`src/verilog/otdfc_pkg.sv`:
```
// Package: constants and types for the optical dimming transmitter
package otdfc_pkg;
  localparam int CLK_PERIOD_NS = 40;
  localparam int CHIP_BITS = 4;
  localparam logic [4:0] CHIPS_PER_SYM = 5'h10;
  // Register byte offsets
  localparam logic [7:0] ADDR_CTRL = 8'h00;
  localparam logic [7:0] ADDR_DIM = 8'h04;
  localparam logic [7:0] ADDR_SUBF = 8'h08;
  localparam logic [7:0] ADDR_COMP = 8'h0c;
  localparam logic [7:0] ADDR_TXDATA = 8'h10;
  localparam logic [7:0] ADDR_STATUS = 8'h14;
  localparam logic [7:0] ADDR_DIV = 8'h18;
  // Field positions
  localparam int CTRL_EN = 0;
  localparam int CTRL_MODE_LSB = 1;
  localparam int CTRL_RESYNC = 3;
  localparam int COMP_POL = 8;
  localparam int TXD_LAST = 8;
  localparam int ST_BUSY = 0;
  localparam int ST_STATE_LSB = 1;
  localparam int ST_UNDERRUN = 3;
  localparam int ST_FLICKER = 4;
  localparam int ST_LEVEL_LSB = 5;
  localparam int ST_DIM_LSB = 16;
  // Reset values, resync length and bus response codes
  localparam logic [3:0] CTRL_RST = 4'h0;
  localparam logic [7:0] DIM_RST = 8'h80;
  localparam logic [7:0] SUBF_RST = 8'h10;
  localparam logic [8:0] COMP_RST = 9'h000;
  localparam logic [15:0] DIV_RST = 16'h0018;
  localparam logic [7:0] RESYNC_SYMS = 8'h04;
  localparam logic [1:0] RESP_OKAY = 2'b00;
  localparam logic [1:0] RESP_SLVERR = 2'b10;

  typedef enum logic [1:0] {
    MODE_OOK = 2'b00,
    MODE_PULSE_POS = 2'b01,
    MODE_COLOR = 2'b10,
    MODE_ROLL_SHUT = 2'b11
  } otdfc_mode_t;

  typedef enum logic [1:0] {
    ST_IDLE = 2'b00,
    ST_COMP = 2'b01,
    ST_RESYNC = 2'b10,
    ST_DATA = 2'b11
  } otdfc_state_t;

  typedef struct packed {
    logic last;
    logic [7:0] data;
  } otdfc_item_t;

  typedef struct packed {
    logic [7:0] src0;
    logic [7:0] src1;
    logic [7:0] src2;
  } otdfc_amp_t;
endpackage

```
`src/verilog/otdfc_fifo.sv`:
```
// Show-ahead FIFO for coded transmit bytes
`timescale 1ns/1ps
`default_nettype none
module otdfc_fifo #(
  parameter int WIDTH = 9,
  parameter int DEPTH = 32
) (
  input wire logic aclk,
  input wire logic aresetn,
  input wire logic in_valid,
  output logic in_ready,
  input wire logic [WIDTH-1:0] in_data,
  output logic out_valid,
  input wire logic out_ready,
  output logic [WIDTH-1:0] out_data,
  output logic [$clog2(DEPTH):0] level
);
  localparam int AW = $clog2(DEPTH);
  if (DEPTH < 2 || (DEPTH & (DEPTH - 1)) != 0) begin : g_chk
    $error("FIFO depth must be a power of two of at least 2");
  end
  logic [WIDTH-1:0] mem [DEPTH];
  logic [AW:0] wr_q, wr_d, rd_q, rd_d;
  logic push, pop;

  always_comb begin
    push = in_valid && in_ready;
    pop = out_valid && out_ready;
    wr_d = push ? wr_q + 1'b1 : wr_q;
    rd_d = pop ? rd_q + 1'b1 : rd_q;
  end

  always_ff @(posedge aclk) begin
    if (!aresetn) begin
      wr_q <= '0;
      rd_q <= '0;
    end else begin
      wr_q <= wr_d;
      rd_q <= rd_d;
    end
  end

  always_ff @(posedge aclk) begin
    if (push) begin
      mem[wr_q[AW-1:0]] <= in_data;
    end
  end

  assign level = wr_q - rd_q;
  assign in_ready = (level != DEPTH[AW:0]);
  assign out_valid = (wr_q != rd_q);
  assign out_data = mem[rd_q[AW-1:0]];
endmodule // otdfc_fifo
`default_nettype wire

```
`src/verilog/otdfc_tick.sv`:
```
// Chip-rate divider and chip index within a symbol
`timescale 1ns/1ps
`default_nettype none
module otdfc_tick
  import otdfc_pkg::*;
(
  input wire logic aclk,
  input wire logic aresetn,
  input wire logic [15:0] div,
  output logic chip_en,
  output logic [CHIP_BITS-1:0] chip_idx,
  output logic sym_end
);
  logic [15:0] pre_q, pre_d;
  logic [CHIP_BITS-1:0] idx_q, idx_d;

  always_comb begin
    chip_en = (pre_q >= div);
    pre_d = chip_en ? 16'h0000 : pre_q + 16'h0001;
    idx_d = chip_en ? idx_q + 1'b1 : idx_q;
    sym_end = chip_en && (&idx_q);
  end

  always_ff @(posedge aclk) begin
    if (!aresetn) begin
      pre_q <= 16'h0000;
      idx_q <= '0;
    end else begin
      pre_q <= pre_d;
      idx_q <= idx_d;
    end
  end

  assign chip_idx = idx_q;
endmodule // otdfc_tick
`default_nettype wire

```
`src/verilog/otdfc_top.sv`:
```
// Optical transmitter dimming and flicker control with AXI4-Lite registers
`timescale 1ns/1ps
`default_nettype none
module otdfc_top
  import otdfc_pkg::*;
#(
  parameter int FIFO_DEPTH = 32,
  parameter int MAX_FLICKER_PERIOD_NS = 5000000
) (
  input wire logic aclk,
  input wire logic aresetn,
  input wire logic [7:0] s_axi_awaddr,
  input wire logic s_axi_awvalid,
  output logic s_axi_awready,
  input wire logic [31:0] s_axi_wdata,
  input wire logic [3:0] s_axi_wstrb,
  input wire logic s_axi_wvalid,
  output logic s_axi_wready,
  output logic [1:0] s_axi_bresp,
  output logic s_axi_bvalid,
  input wire logic s_axi_bready,
  input wire logic [7:0] s_axi_araddr,
  input wire logic s_axi_arvalid,
  output logic s_axi_arready,
  output logic [31:0] s_axi_rdata,
  output logic [1:0] s_axi_rresp,
  output logic s_axi_rvalid,
  input wire logic s_axi_rready,
  output logic led_on,
  output otdfc_amp_t color_amp,
  output logic frame_active
);
  localparam logic [31:0] FLICKER_CYC = 32'(MAX_FLICKER_PERIOD_NS / CLK_PERIOD_NS);
  localparam int LW = $clog2(FIFO_DEPTH) + 1;
  if (FIFO_DEPTH < 2 || FIFO_DEPTH > 64) begin : g_chk
    $error("FIFO depth must lie between 2 and 64");
  end

  function automatic logic [4:0] duty_chips(input logic [7:0] d);
    logic [8:0] s;
    s = {1'b0, d} + 9'h008;
    return s[8:4];
  endfunction

  function automatic logic manch(input logic b, input logic [CHIP_BITS-1:0] idx);
    return idx[CHIP_BITS-1] ? b : ~b;
  endfunction

  function automatic otdfc_amp_t color_point(input logic [1:0] s, input logic [7:0] d);
    otdfc_amp_t a;
    a = '0;
    case (s)
      2'b00: a.src0 = d;
      2'b01: a.src1 = d;
      2'b10: a.src2 = d;
      default: begin
        a.src0 = d - {1'b0, d[7:1]};
        a.src1 = {1'b0, d[7:1]};
      end
    endcase
    return a;
  endfunction

  function automatic otdfc_amp_t color_centre(input logic [7:0] d);
    otdfc_amp_t a;
    logic [15:0] p;
    p = d * 8'h55;
    a.src1 = p[15:8];
    a.src2 = p[15:8];
    a.src0 = d - {p[14:8], 1'b0};
    return a;
  endfunction

  function automatic logic [31:0] wmerge(input logic [31:0] o, input logic [31:0] n,
                                         input logic [3:0] s);
    logic [31:0] r;
    r = o;
    for (int i = 0; i < 4; i++) begin
      if (s[i]) begin
        r[8*i +: 8] = n[8*i +: 8];
      end
    end
    return r;
  endfunction

  // Register and bus state
  logic awready_q, awready_d, wready_q, wready_d, aw_have_q, aw_have_d, w_have_q, w_have_d;
  logic [7:0] awaddr_q, awaddr_d;
  logic [31:0] wdata_q, wdata_d, rdata_q, rdata_d, wm;
  logic [3:0] wstrb_q, wstrb_d, ctrl_q, ctrl_d;
  logic bvalid_q, bvalid_d, arready_q, arready_d, rvalid_q, rvalid_d;
  logic [1:0] bresp_q, bresp_d, rresp_q, rresp_d;
  logic [7:0] dim_reg_q, dim_reg_d, subf_q, subf_d;
  logic [8:0] comp_q, comp_d;
  logic [15:0] div_q, div_d;
  logic go, fifo_push, clr_under, clr_flick;
  // Transmit state
  otdfc_state_t state_q, state_d;
  otdfc_mode_t mode_q, mode_d;
  logic [7:0] dim_q, dim_d, sh_q, sh_d, subcnt_q, subcnt_d, cnt_q, cnt_d;
  logic [2:0] bit_q, bit_d;
  logic last_q, last_d, under_q, under_d, flickf_q, flickf_d, led_q, led_d;
  logic active_q, active_d, pop, enter_sub, enter_res, enter_load, flick_hit;
  logic [31:0] flick_q, flick_d;
  logic [4:0] dc;
  otdfc_amp_t amp_q, amp_d;
  // Submodule wires
  logic fifo_in_ready, fifo_out_valid, chip_en, sym_end;
  otdfc_item_t fifo_out, fifo_in;
  logic [LW-1:0] fifo_level;
  logic [CHIP_BITS-1:0] chip_idx;

  always_comb begin
    awaddr_d = awaddr_q;
    wdata_d = wdata_q;
    wstrb_d = wstrb_q;
    aw_have_d = aw_have_q;
    w_have_d = w_have_q;
    bvalid_d = bvalid_q;
    bresp_d = bresp_q;
    arready_d = arready_q;
    rvalid_d = rvalid_q;
    rdata_d = rdata_q;
    rresp_d = rresp_q;
    ctrl_d = ctrl_q;
    dim_reg_d = dim_reg_q;
    subf_d = subf_q;
    comp_d = comp_q;
    div_d = div_q;
    fifo_push = 1'b0;
    clr_under = 1'b0;
    clr_flick = 1'b0;
    wm = '0;
    if (s_axi_awvalid && awready_q) begin
      aw_have_d = 1'b1;
      awaddr_d = s_axi_awaddr;
    end
    if (s_axi_wvalid && wready_q) begin
      w_have_d = 1'b1;
      wdata_d = s_axi_wdata;
      wstrb_d = s_axi_wstrb;
    end
    if (bvalid_q && s_axi_bready) begin
      bvalid_d = 1'b0;
    end
    // A data write waits while the FIFO is full
    go = aw_have_q && w_have_q && !bvalid_q && (awaddr_q != ADDR_TXDATA || fifo_in_ready);
    if (go) begin
      aw_have_d = 1'b0;
      w_have_d = 1'b0;
      bvalid_d = 1'b1;
      bresp_d = RESP_OKAY;
      if (awaddr_q == ADDR_CTRL) begin
        wm = wmerge({28'h0, ctrl_q}, wdata_q, wstrb_q);
        ctrl_d = wm[3:0];
      end else if (awaddr_q == ADDR_DIM) begin
        wm = wmerge({24'h0, dim_reg_q}, wdata_q, wstrb_q);
        dim_reg_d = wm[7:0];
      end else if (awaddr_q == ADDR_SUBF) begin
        wm = wmerge({24'h0, subf_q}, wdata_q, wstrb_q);
        subf_d = wm[7:0];
      end else if (awaddr_q == ADDR_COMP) begin
        wm = wmerge({23'h0, comp_q}, wdata_q, wstrb_q);
        comp_d = wm[8:0];
      end else if (awaddr_q == ADDR_TXDATA) begin
        fifo_push = 1'b1;
      end else if (awaddr_q == ADDR_STATUS) begin
        clr_under = wstrb_q[0] && wdata_q[ST_UNDERRUN];
        clr_flick = wstrb_q[0] && wdata_q[ST_FLICKER];
      end else if (awaddr_q == ADDR_DIV) begin
        wm = wmerge({16'h0, div_q}, wdata_q, wstrb_q);
        div_d = wm[15:0];
      end else begin
        bresp_d = RESP_SLVERR;
      end
    end
    awready_d = !aw_have_d;
    wready_d = !w_have_d;
    if (rvalid_q && s_axi_rready) begin
      rvalid_d = 1'b0;
      arready_d = 1'b1;
    end
    if (s_axi_arvalid && arready_q) begin
      arready_d = 1'b0;
      rvalid_d = 1'b1;
      rresp_d = RESP_OKAY;
      rdata_d = '0;
      if (s_axi_araddr == ADDR_CTRL) begin
        rdata_d[3:0] = ctrl_q;
      end else if (s_axi_araddr == ADDR_DIM) begin
        rdata_d[7:0] = dim_reg_q;
      end else if (s_axi_araddr == ADDR_SUBF) begin
        rdata_d[7:0] = subf_q;
      end else if (s_axi_araddr == ADDR_COMP) begin
        rdata_d[8:0] = comp_q;
      end else if (s_axi_araddr == ADDR_TXDATA) begin
        rdata_d = '0;
      end else if (s_axi_araddr == ADDR_STATUS) begin
        rdata_d[ST_BUSY] = active_q;
        rdata_d[ST_STATE_LSB +: 2] = state_q;
        rdata_d[ST_UNDERRUN] = under_q;
        rdata_d[ST_FLICKER] = flickf_q;
        rdata_d[ST_LEVEL_LSB +: LW] = fifo_level;
        rdata_d[ST_DIM_LSB +: 8] = dim_q;
      end else if (s_axi_araddr == ADDR_DIV) begin
        rdata_d[15:0] = div_q;
      end else begin
        rresp_d = RESP_SLVERR;
      end
    end
  end

  always_ff @(posedge aclk) begin
    if (!aresetn) begin
      awready_q <= 1'b1;
      wready_q <= 1'b1;
      aw_have_q <= 1'b0;
      w_have_q <= 1'b0;
      awaddr_q <= 8'h00;
      wdata_q <= 32'h0;
      wstrb_q <= 4'h0;
      bvalid_q <= 1'b0;
      bresp_q <= RESP_OKAY;
      arready_q <= 1'b1;
      rvalid_q <= 1'b0;
      rdata_q <= 32'h0;
      rresp_q <= RESP_OKAY;
      ctrl_q <= CTRL_RST;
      dim_reg_q <= DIM_RST;
      subf_q <= SUBF_RST;
      comp_q <= COMP_RST;
      div_q <= DIV_RST;
    end else begin
      awready_q <= awready_d;
      wready_q <= wready_d;
      aw_have_q <= aw_have_d;
      w_have_q <= w_have_d;
      awaddr_q <= awaddr_d;
      wdata_q <= wdata_d;
      wstrb_q <= wstrb_d;
      bvalid_q <= bvalid_d;
      bresp_q <= bresp_d;
      arready_q <= arready_d;
      rvalid_q <= rvalid_d;
      rdata_q <= rdata_d;
      rresp_q <= rresp_d;
      ctrl_q <= ctrl_d;
      dim_reg_q <= dim_reg_d;
      subf_q <= subf_d;
      comp_q <= comp_d;
      div_q <= div_d;
    end
  end

  assign fifo_in = '{last: wdata_q[TXD_LAST], data: wdata_q[7:0]};

  otdfc_fifo #(.WIDTH($bits(otdfc_item_t)), .DEPTH(FIFO_DEPTH)) u_fifo (
    .aclk(aclk),
    .aresetn(aresetn),
    .in_valid(fifo_push),
    .in_ready(fifo_in_ready),
    .in_data(fifo_in),
    .out_valid(fifo_out_valid),
    .out_ready(pop),
    .out_data(fifo_out),
    .level(fifo_level)
  );

  otdfc_tick u_tick (
    .aclk(aclk),
    .aresetn(aresetn),
    .div(div_q),
    .chip_en(chip_en),
    .chip_idx(chip_idx),
    .sym_end(sym_end)
  );

  always_comb begin
    state_d = state_q;
    mode_d = mode_q;
    dim_d = dim_q;
    sh_d = sh_q;
    bit_d = bit_q;
    last_d = last_q;
    subcnt_d = subcnt_q;
    cnt_d = cnt_q;
    pop = 1'b0;
    enter_sub = 1'b0;
    enter_res = 1'b0;
    enter_load = 1'b0;
    flick_hit = (flick_q >= FLICKER_CYC);
    // Hit holds until the symbol end that acts on it
    flick_d = (state_q != ST_COMP) ? 32'h0 : (flick_hit ? flick_q : flick_q + 32'h1);
    under_d = under_q && !clr_under;
    flickf_d = flickf_q && !clr_flick;
    if (sym_end) begin
      case (state_q)
        ST_IDLE: begin
          dim_d = dim_reg_q;
          mode_d = otdfc_mode_t'(ctrl_q[CTRL_MODE_LSB +: 2]);
          if (ctrl_q[CTRL_EN] && fifo_out_valid) begin
            subcnt_d = 8'h00;
            enter_sub = 1'b1;
          end
        end
        ST_COMP: begin
          if (flick_hit) begin
            flickf_d = 1'b1;
            enter_res = 1'b1;
          end else if (cnt_q == 8'h00) begin
            enter_res = 1'b1;
          end else begin
            cnt_d = cnt_q - 8'h01;
          end
        end
        ST_RESYNC: begin
          if (cnt_q == 8'h00) begin
            enter_load = 1'b1;
          end else begin
            cnt_d = cnt_q - 8'h01;
          end
        end
        ST_DATA: begin
          if (bit_q != 3'h0) begin
            bit_d = bit_q - 3'h1;
            sh_d = (mode_q == MODE_COLOR) ? {sh_q[5:0], 2'b00} : {sh_q[6:0], 1'b0};
          end else if (last_q) begin
            state_d = ST_IDLE;
          end else if (mode_q == MODE_OOK && subf_q != 8'h00 && subcnt_q == subf_q - 8'h01) begin
            subcnt_d = 8'h00;
            enter_sub = 1'b1;
          end else begin
            subcnt_d = subcnt_q + 8'h01;
            enter_load = 1'b1;
          end
        end
        default: state_d = ST_IDLE;
      endcase
    end
    if (enter_sub) begin
      if (comp_q[7:0] != 8'h00) begin
        state_d = ST_COMP;
        cnt_d = comp_q[7:0] - 8'h01;
      end else begin
        enter_res = 1'b1;
      end
    end
    if (enter_res) begin
      if (mode_d == MODE_OOK && ctrl_q[CTRL_RESYNC]) begin
        state_d = ST_RESYNC;
        cnt_d = RESYNC_SYMS - 8'h01;
      end else begin
        enter_load = 1'b1;
      end
    end
    if (enter_load) begin
      if (fifo_out_valid) begin
        pop = 1'b1;
        sh_d = fifo_out.data;
        last_d = fifo_out.last;
        bit_d = (mode_d == MODE_COLOR) ? 3'h3 : 3'h7;
        state_d = ST_DATA;
      end else begin
        under_d = 1'b1;
        state_d = ST_IDLE;
      end
    end
    active_d = (state_d != ST_IDLE);
    // Light level for the current chip
    dc = duty_chips(dim_q);
    led_d = led_q;
    amp_d = amp_q;
    if (chip_en) begin
      amp_d = '0;
      case (state_q)
        ST_COMP: led_d = comp_q[COMP_POL];
        ST_RESYNC: led_d = manch(cnt_q[0], chip_idx);
        ST_DATA: begin
          case (mode_q)
            MODE_OOK: led_d = manch(sh_q[7], chip_idx);
            MODE_PULSE_POS: led_d = sh_q[7] ? ({1'b0, chip_idx} >= CHIPS_PER_SYM - dc)
                                       : ({1'b0, chip_idx} < dc);
            MODE_COLOR: begin
              led_d = 1'b0;
              amp_d = color_point(sh_q[7:6], dim_q);
            end
            default: led_d = sh_q[7] ? ({1'b0, chip_idx[CHIP_BITS-2:0], 1'b0} < dc)
                                     : ({1'b0, chip_idx} < dc);
          endcase
        end
        default: begin
          led_d = (mode_q != MODE_COLOR) && ({1'b0, chip_idx} < dc);
          if (mode_q == MODE_COLOR) begin
            amp_d = color_centre(dim_q);
          end
        end
      endcase
    end
  end

  always_ff @(posedge aclk) begin
    if (!aresetn) begin
      state_q <= ST_IDLE;
      mode_q <= MODE_OOK;
      dim_q <= DIM_RST;
      sh_q <= 8'h00;
      bit_q <= 3'h0;
      last_q <= 1'b0;
      subcnt_q <= 8'h00;
      cnt_q <= 8'h00;
      flick_q <= 32'h0;
      under_q <= 1'b0;
      flickf_q <= 1'b0;
      led_q <= 1'b0;
      amp_q <= '0;
      active_q <= 1'b0;
    end else begin
      state_q <= state_d;
      mode_q <= mode_d;
      dim_q <= dim_d;
      sh_q <= sh_d;
      bit_q <= bit_d;
      last_q <= last_d;
      subcnt_q <= subcnt_d;
      cnt_q <= cnt_d;
      flick_q <= flick_d;
      under_q <= under_d;
      flickf_q <= flickf_d;
      led_q <= led_d;
      amp_q <= amp_d;
      active_q <= active_d;
    end
  end

  assign s_axi_awready = awready_q;
  assign s_axi_wready = wready_q;
  assign s_axi_bvalid = bvalid_q;
  assign s_axi_bresp = bresp_q;
  assign s_axi_arready = arready_q;
  assign s_axi_rvalid = rvalid_q;
  assign s_axi_rdata = rdata_q;
  assign s_axi_rresp = rresp_q;
  assign led_on = led_q;
  assign color_amp = amp_q;
  assign frame_active = active_q;
endmodule // otdfc_top
`default_nettype wire
```
`config.mk`:
```
export PLATFORM = sky130hd
export DESIGN_NAME = otdfc_top
export DESIGN_NICKNAME = d
export VERILOG_FILES = /design/src/verilog/otdfc_pkg.sv /design/src/verilog/otdfc_fifo.sv /design/src/verilog/otdfc_tick.sv /design/src/verilog/otdfc_top.sv
export SDC_FILE = /design/constraint.sdc
export NUM_CORES = 1
export LEC_CHECK = 0
export BUFFER_PORTS_ARGS = -buffer_cell sky130_fd_sc_hd__buf_2
export CAP_MARGIN = 0
export CORE_MARGIN = 2
export CORE_UTILIZATION = 37
export CTS_CLUSTER_SIZE = 20
export DETAILED_ROUTE_END_ITERATION = 16
export GPL_ROUTABILITY_DRIVEN = 0
export SLEW_MARGIN = 20
export SYNTH_ARGS = -nofsm -noshare
export SYNTH_HDL_FRONTEND = slang
export SYNTH_SLANG_ARGS = --single-unit
export TNS_END_PERCENT = 1
```
`constraint.sdc`:
```
create_clock -name aclk -period 5.8 [get_ports aclk]
set_input_delay 0.29 -clock aclk [delete_from_list [all_inputs] [get_ports aclk]]
set_output_delay 0.29 -clock aclk [all_outputs]
set_load 0.005 [all_outputs]
```
==> qor.yml <==
critical_path:
  r2r-start: "dim_q[1]$_SDFFE_PN0P_"
  rrSetupSlack_ns: 0.56
  critPathCaptureType: "flop"
  crit_slowest_cell: "fa_1"
  crit_start: "dim_q[1]$_SDFFE_PN0P_"
  crit_family: "adder cells"
  start_kind: "flop"
  crit_type: "flop to flop"
  reg2reg_to: "color_amp[23]$_SDFFE_PN0P_"
  cp-endpoint: "color_amp[23]$_SDFFE_PN0P_"
  worst_path_largest_cell_delay_ns: 0.57
  cp.depth: 23
  critical_path_buf_inv_count: 4
  cp_max_fo: 11
  r2r_cells: 23
  critPathRequiredTime_ns: 6.33
  cp.arrival_ns: 5.76
  path_cells: "ha_1, inv_1, fa_1, inv_1, ha_1, inv_1, fa_1, inv_1, ha_1, o21a_1, o21ai_0, nand2b_1, xnor2_1, fa_1, a21o_1, a21oi_1, o21bai_1, a21oi_1, xnor2_1, xnor2_1, xnor2_1, nand3_1, a31oi_1"
drt:
  drtIter0Drc: 1236
  drc: 0
  antenna_left: 0
  firstDrtPassIters: 5
  wl_per_cell_um: 19.7
  wl_um: 60300
  drt-vias-per-instance: 5.33
  num_vias: 16285
global_routing:
  antenna_found_initial: 3
  overflow: 0
  grt_pass1_wl_um: 92800
  grt_use_total_pct: 17.7
  grt_start_max_net_pins: 79
  grt_pass1_vias: 16145
layout:
  fillers: 6022
  drive_gt1_share_pct: 16.3
  areaGrowthSynthToFinish_pct: 14.4
  final_area_um2: 27800
  fin_cells: 3053
  post-route-util_pct: 43.0
  layout.nets: 2323
power_and_ir_drop:
  peakVddDrop_mv: 0.217
  power.total_mw: 7.76
  power_leakage_nw: 9.95
  powerDensity_nw_per_um2: 279
yosys:
  ys_warn_count: 0
  synth_area_per_cell_um2: 12.0
  synth.distinct_cells: 81
  synth_edf_count: 288
  ys_seq_area_share_pct: 55.4
  postSynth.asyncResetShare_pct: 0
  ys_seq_elements: 529
  synthFlopType: "edfxtp_1"
  synthesis.area_um2: 24300
  synthCells: 2033
sta:
  period_share_pct: 90.3
  finalClockSkew_ns: 0.0221
  holdWs_ns: 0.125
  finalHoldViolations: 0
  setup_violations: 0
  worst_slew_pin_slew_ns: 1.12
  slew_headroom_pct: 24.6
  fin_crit_ns: 5.24
  fmax_mhz: 191
  setup_ws_ns: 0.562
  rsz0062_at_grt: "false"
  drv_slew: 0
  fin_tns_setup_ns: 0
cts:
  cts_root_buf: "clkbuf_16"
  cts_inserted_buffers: 54
  clock_latency_ns: 0.61
  cts.sinks: 529
  htreeDepth: 2
  clock_path_buffers: 3
  cts_tree: "yes"
  cts.clk_slew.worst_paths_ns: 0.06
floorplanning:
  coreArea_um2: 64700
  fp.dieH_um: 260
  die_area_um2: 67700
  die_x_um: 260
  initial_core_util_pct: 37.6
  std_cell_rows: 93
  io_pins: 126
min_path:
  hold_class: "input port to flop"
  min_path_cells: 4
placement:
  place_area_um2: 25700
  hpwlAfterDp_um: 40200
  dp_cells: 2920
  io_buffers: 97
  pre_cts_slack_ns: 0.460
flow_run:
  maxCapViolCount: 0
run_status:
  outcome: "complete, no violations"
==> Yosys cell counts (13+ instances only) <==
master / n / share of area (%)
edfxtp_1: 288 / 36
dfxtp_1: 241 / 20
nor2_1: 206 / 3.2
nand2_1: 191 / 3.0
a21oi_1: 135 / 2.8
ha_1: 103 / 5.3
mux4_2: 90 / 8.3
inv_1: 88 / 1.4
clkbuf_1: 70 / 1.1
mux2i_1: 69 / 2.8
nand3_1: 63 / 1.3
o21ai_0: 52 / 1.1
xnor2_1: 50 / 1.8
and3_1: 38 / 0.98
xor2_1: 37 / 1.3
nor3_1: 23 / 0.47
a21o_1: 16 / 0.49
nand2b_1: 16 / 0.41
nand4_1: 16 / 0.41
a211oi_2: 15 / 0.77
a22oi_1: 15 / 0.46
a221oi_1: 13 / 0.47
buf_2: 13 / 0.27
==> layout by cell type, fill, tap and decap left out, drive strengths merged, types with 16 or more instances in the layout <==
cell         count
edfxtp         288
dfxtp          241
nor2           208
nand2          192
a21oi          135
buf            129
ha             103
inv             93
mux4            90
clkbuf          80
mux2i           69
nand3           63
o21ai           55
xnor2           50
and3            39
xor2            37
dlygate4sd3     29
nor3            25
a211oi          23
a21o            16
nand2b          16
nand4           16
==> flip-flops by register name, indices dropped and copies added (netlist names), 3 cells and up, named ones only <==
name             count
u_fifo.mem         288
flick_q             32
color_amp           24
s_axi_rdata         24
div_q               16
u_tick.pre_q        16
wdata_q             16
comp_q               9
awaddr_q             8
cnt_q                8
dim_q                8
dim_reg_q            8
sh_q                 8
subcnt_q             8
subf_q               8
u_fifo.rd_q          6
u_fifo.wr_q          6
ctrl_q               4
u_tick.chip_idx      4
bit_q                3
==> cells by family (layout without fill, tap and decap cells) <==
kind of cell,Yosys count,after routing,synth area share [%]
AOI/OAI and AO/OA,321,321,8.59
other,1,13,0.0154
buffers and inverters,195,348,3.32
xor gates and xnor gates,87,87,3.14
and+or+nand+nor,624,624,12.0
adders and majority gates,114,114,6.21
DFF,529,529,55.4
muxes,162,162,11.3
==> routing by layer <==
metal / up-vias / global-route usage (%) / part of all wire (%)
li1: 7652 / - / -
met1: 8087 / 24.3 / 44
met2: 457 / 29.0 / 47
met3: 89 / 3.00 / 6.0
met4: 0 / 5.13 / 2.3
met5: - / 0 / 0
==> what timing repair did <==
| action | 4_1_cts | 5_1_grt |
|---|---|---|
| endpoints found under the hold margin | 29 | 0 |
| setup buffers | 0 | 0 |
| gates resized for setup | 0 | 1 |
| endpoints found under the setup margin | 0 | 1 |
| hold buffers | 29 | 0 |
==> power breakdown <==
group,switching (mW),internal [mW]
clock network,1.47,2.09
logic,0.148,0.0602
registers,0.0175,3.97
total,1.63,6.12
==> worst min-delay path: cells and delay by family <==
kind / cells / cell delay (ns)
simple gates: 2 / 0.26
buf+inv: 1 / 0.09
compound gates: 1 / 0.05
==> how the worst min path moves through the flow <==
| stage | startpoint | endpoint | slack [ns] |
|---|---|---|---|
| final | s_axi_awvalid | awaddr_q[3]$_SDFFE_PN0P_ | 0.12 |
| after global routing | s_axi_araddr[3] | s_axi_rresp[1]$_SDFFE_PN0P_ | 0.14 |
| after CTS | s_axi_awvalid | awaddr_q[3]$_SDFFE_PN0P_ | 0.1 |
| after detailed placement | s_axi_rdata[13]$_SDFFE_PN0P_ | s_axi_rdata[13]$_SDFFE_PN0P_ | 0.44 |
| after global placement | s_axi_rdata[11]$_SDFFE_PN0P_ | s_axi_rdata[11]$_SDFFE_PN0P_ | 0.44 |
| after floorplan | s_axi_awaddr[0] | awaddr_q[0]$_SDFFE_PN0P_ | 0.43 |
==> final cells by class <==
class                           count  area (um2)  share of cell area, %
Sequential cell                   529       13500                   48.5
Timing Repair Buffer              158        1020                   3.66
Multi-Input combinational cell   1318       10100                   36.2
Clock inverter                     21         263                  0.945
Tap cell                          855        1070                   3.85
Clock buffer                       80        1560                   5.61
Antenna cell                        3        7.51                 0.0270
Inverter                           89         337                   1.21
(Power assumes the default switching activity.)
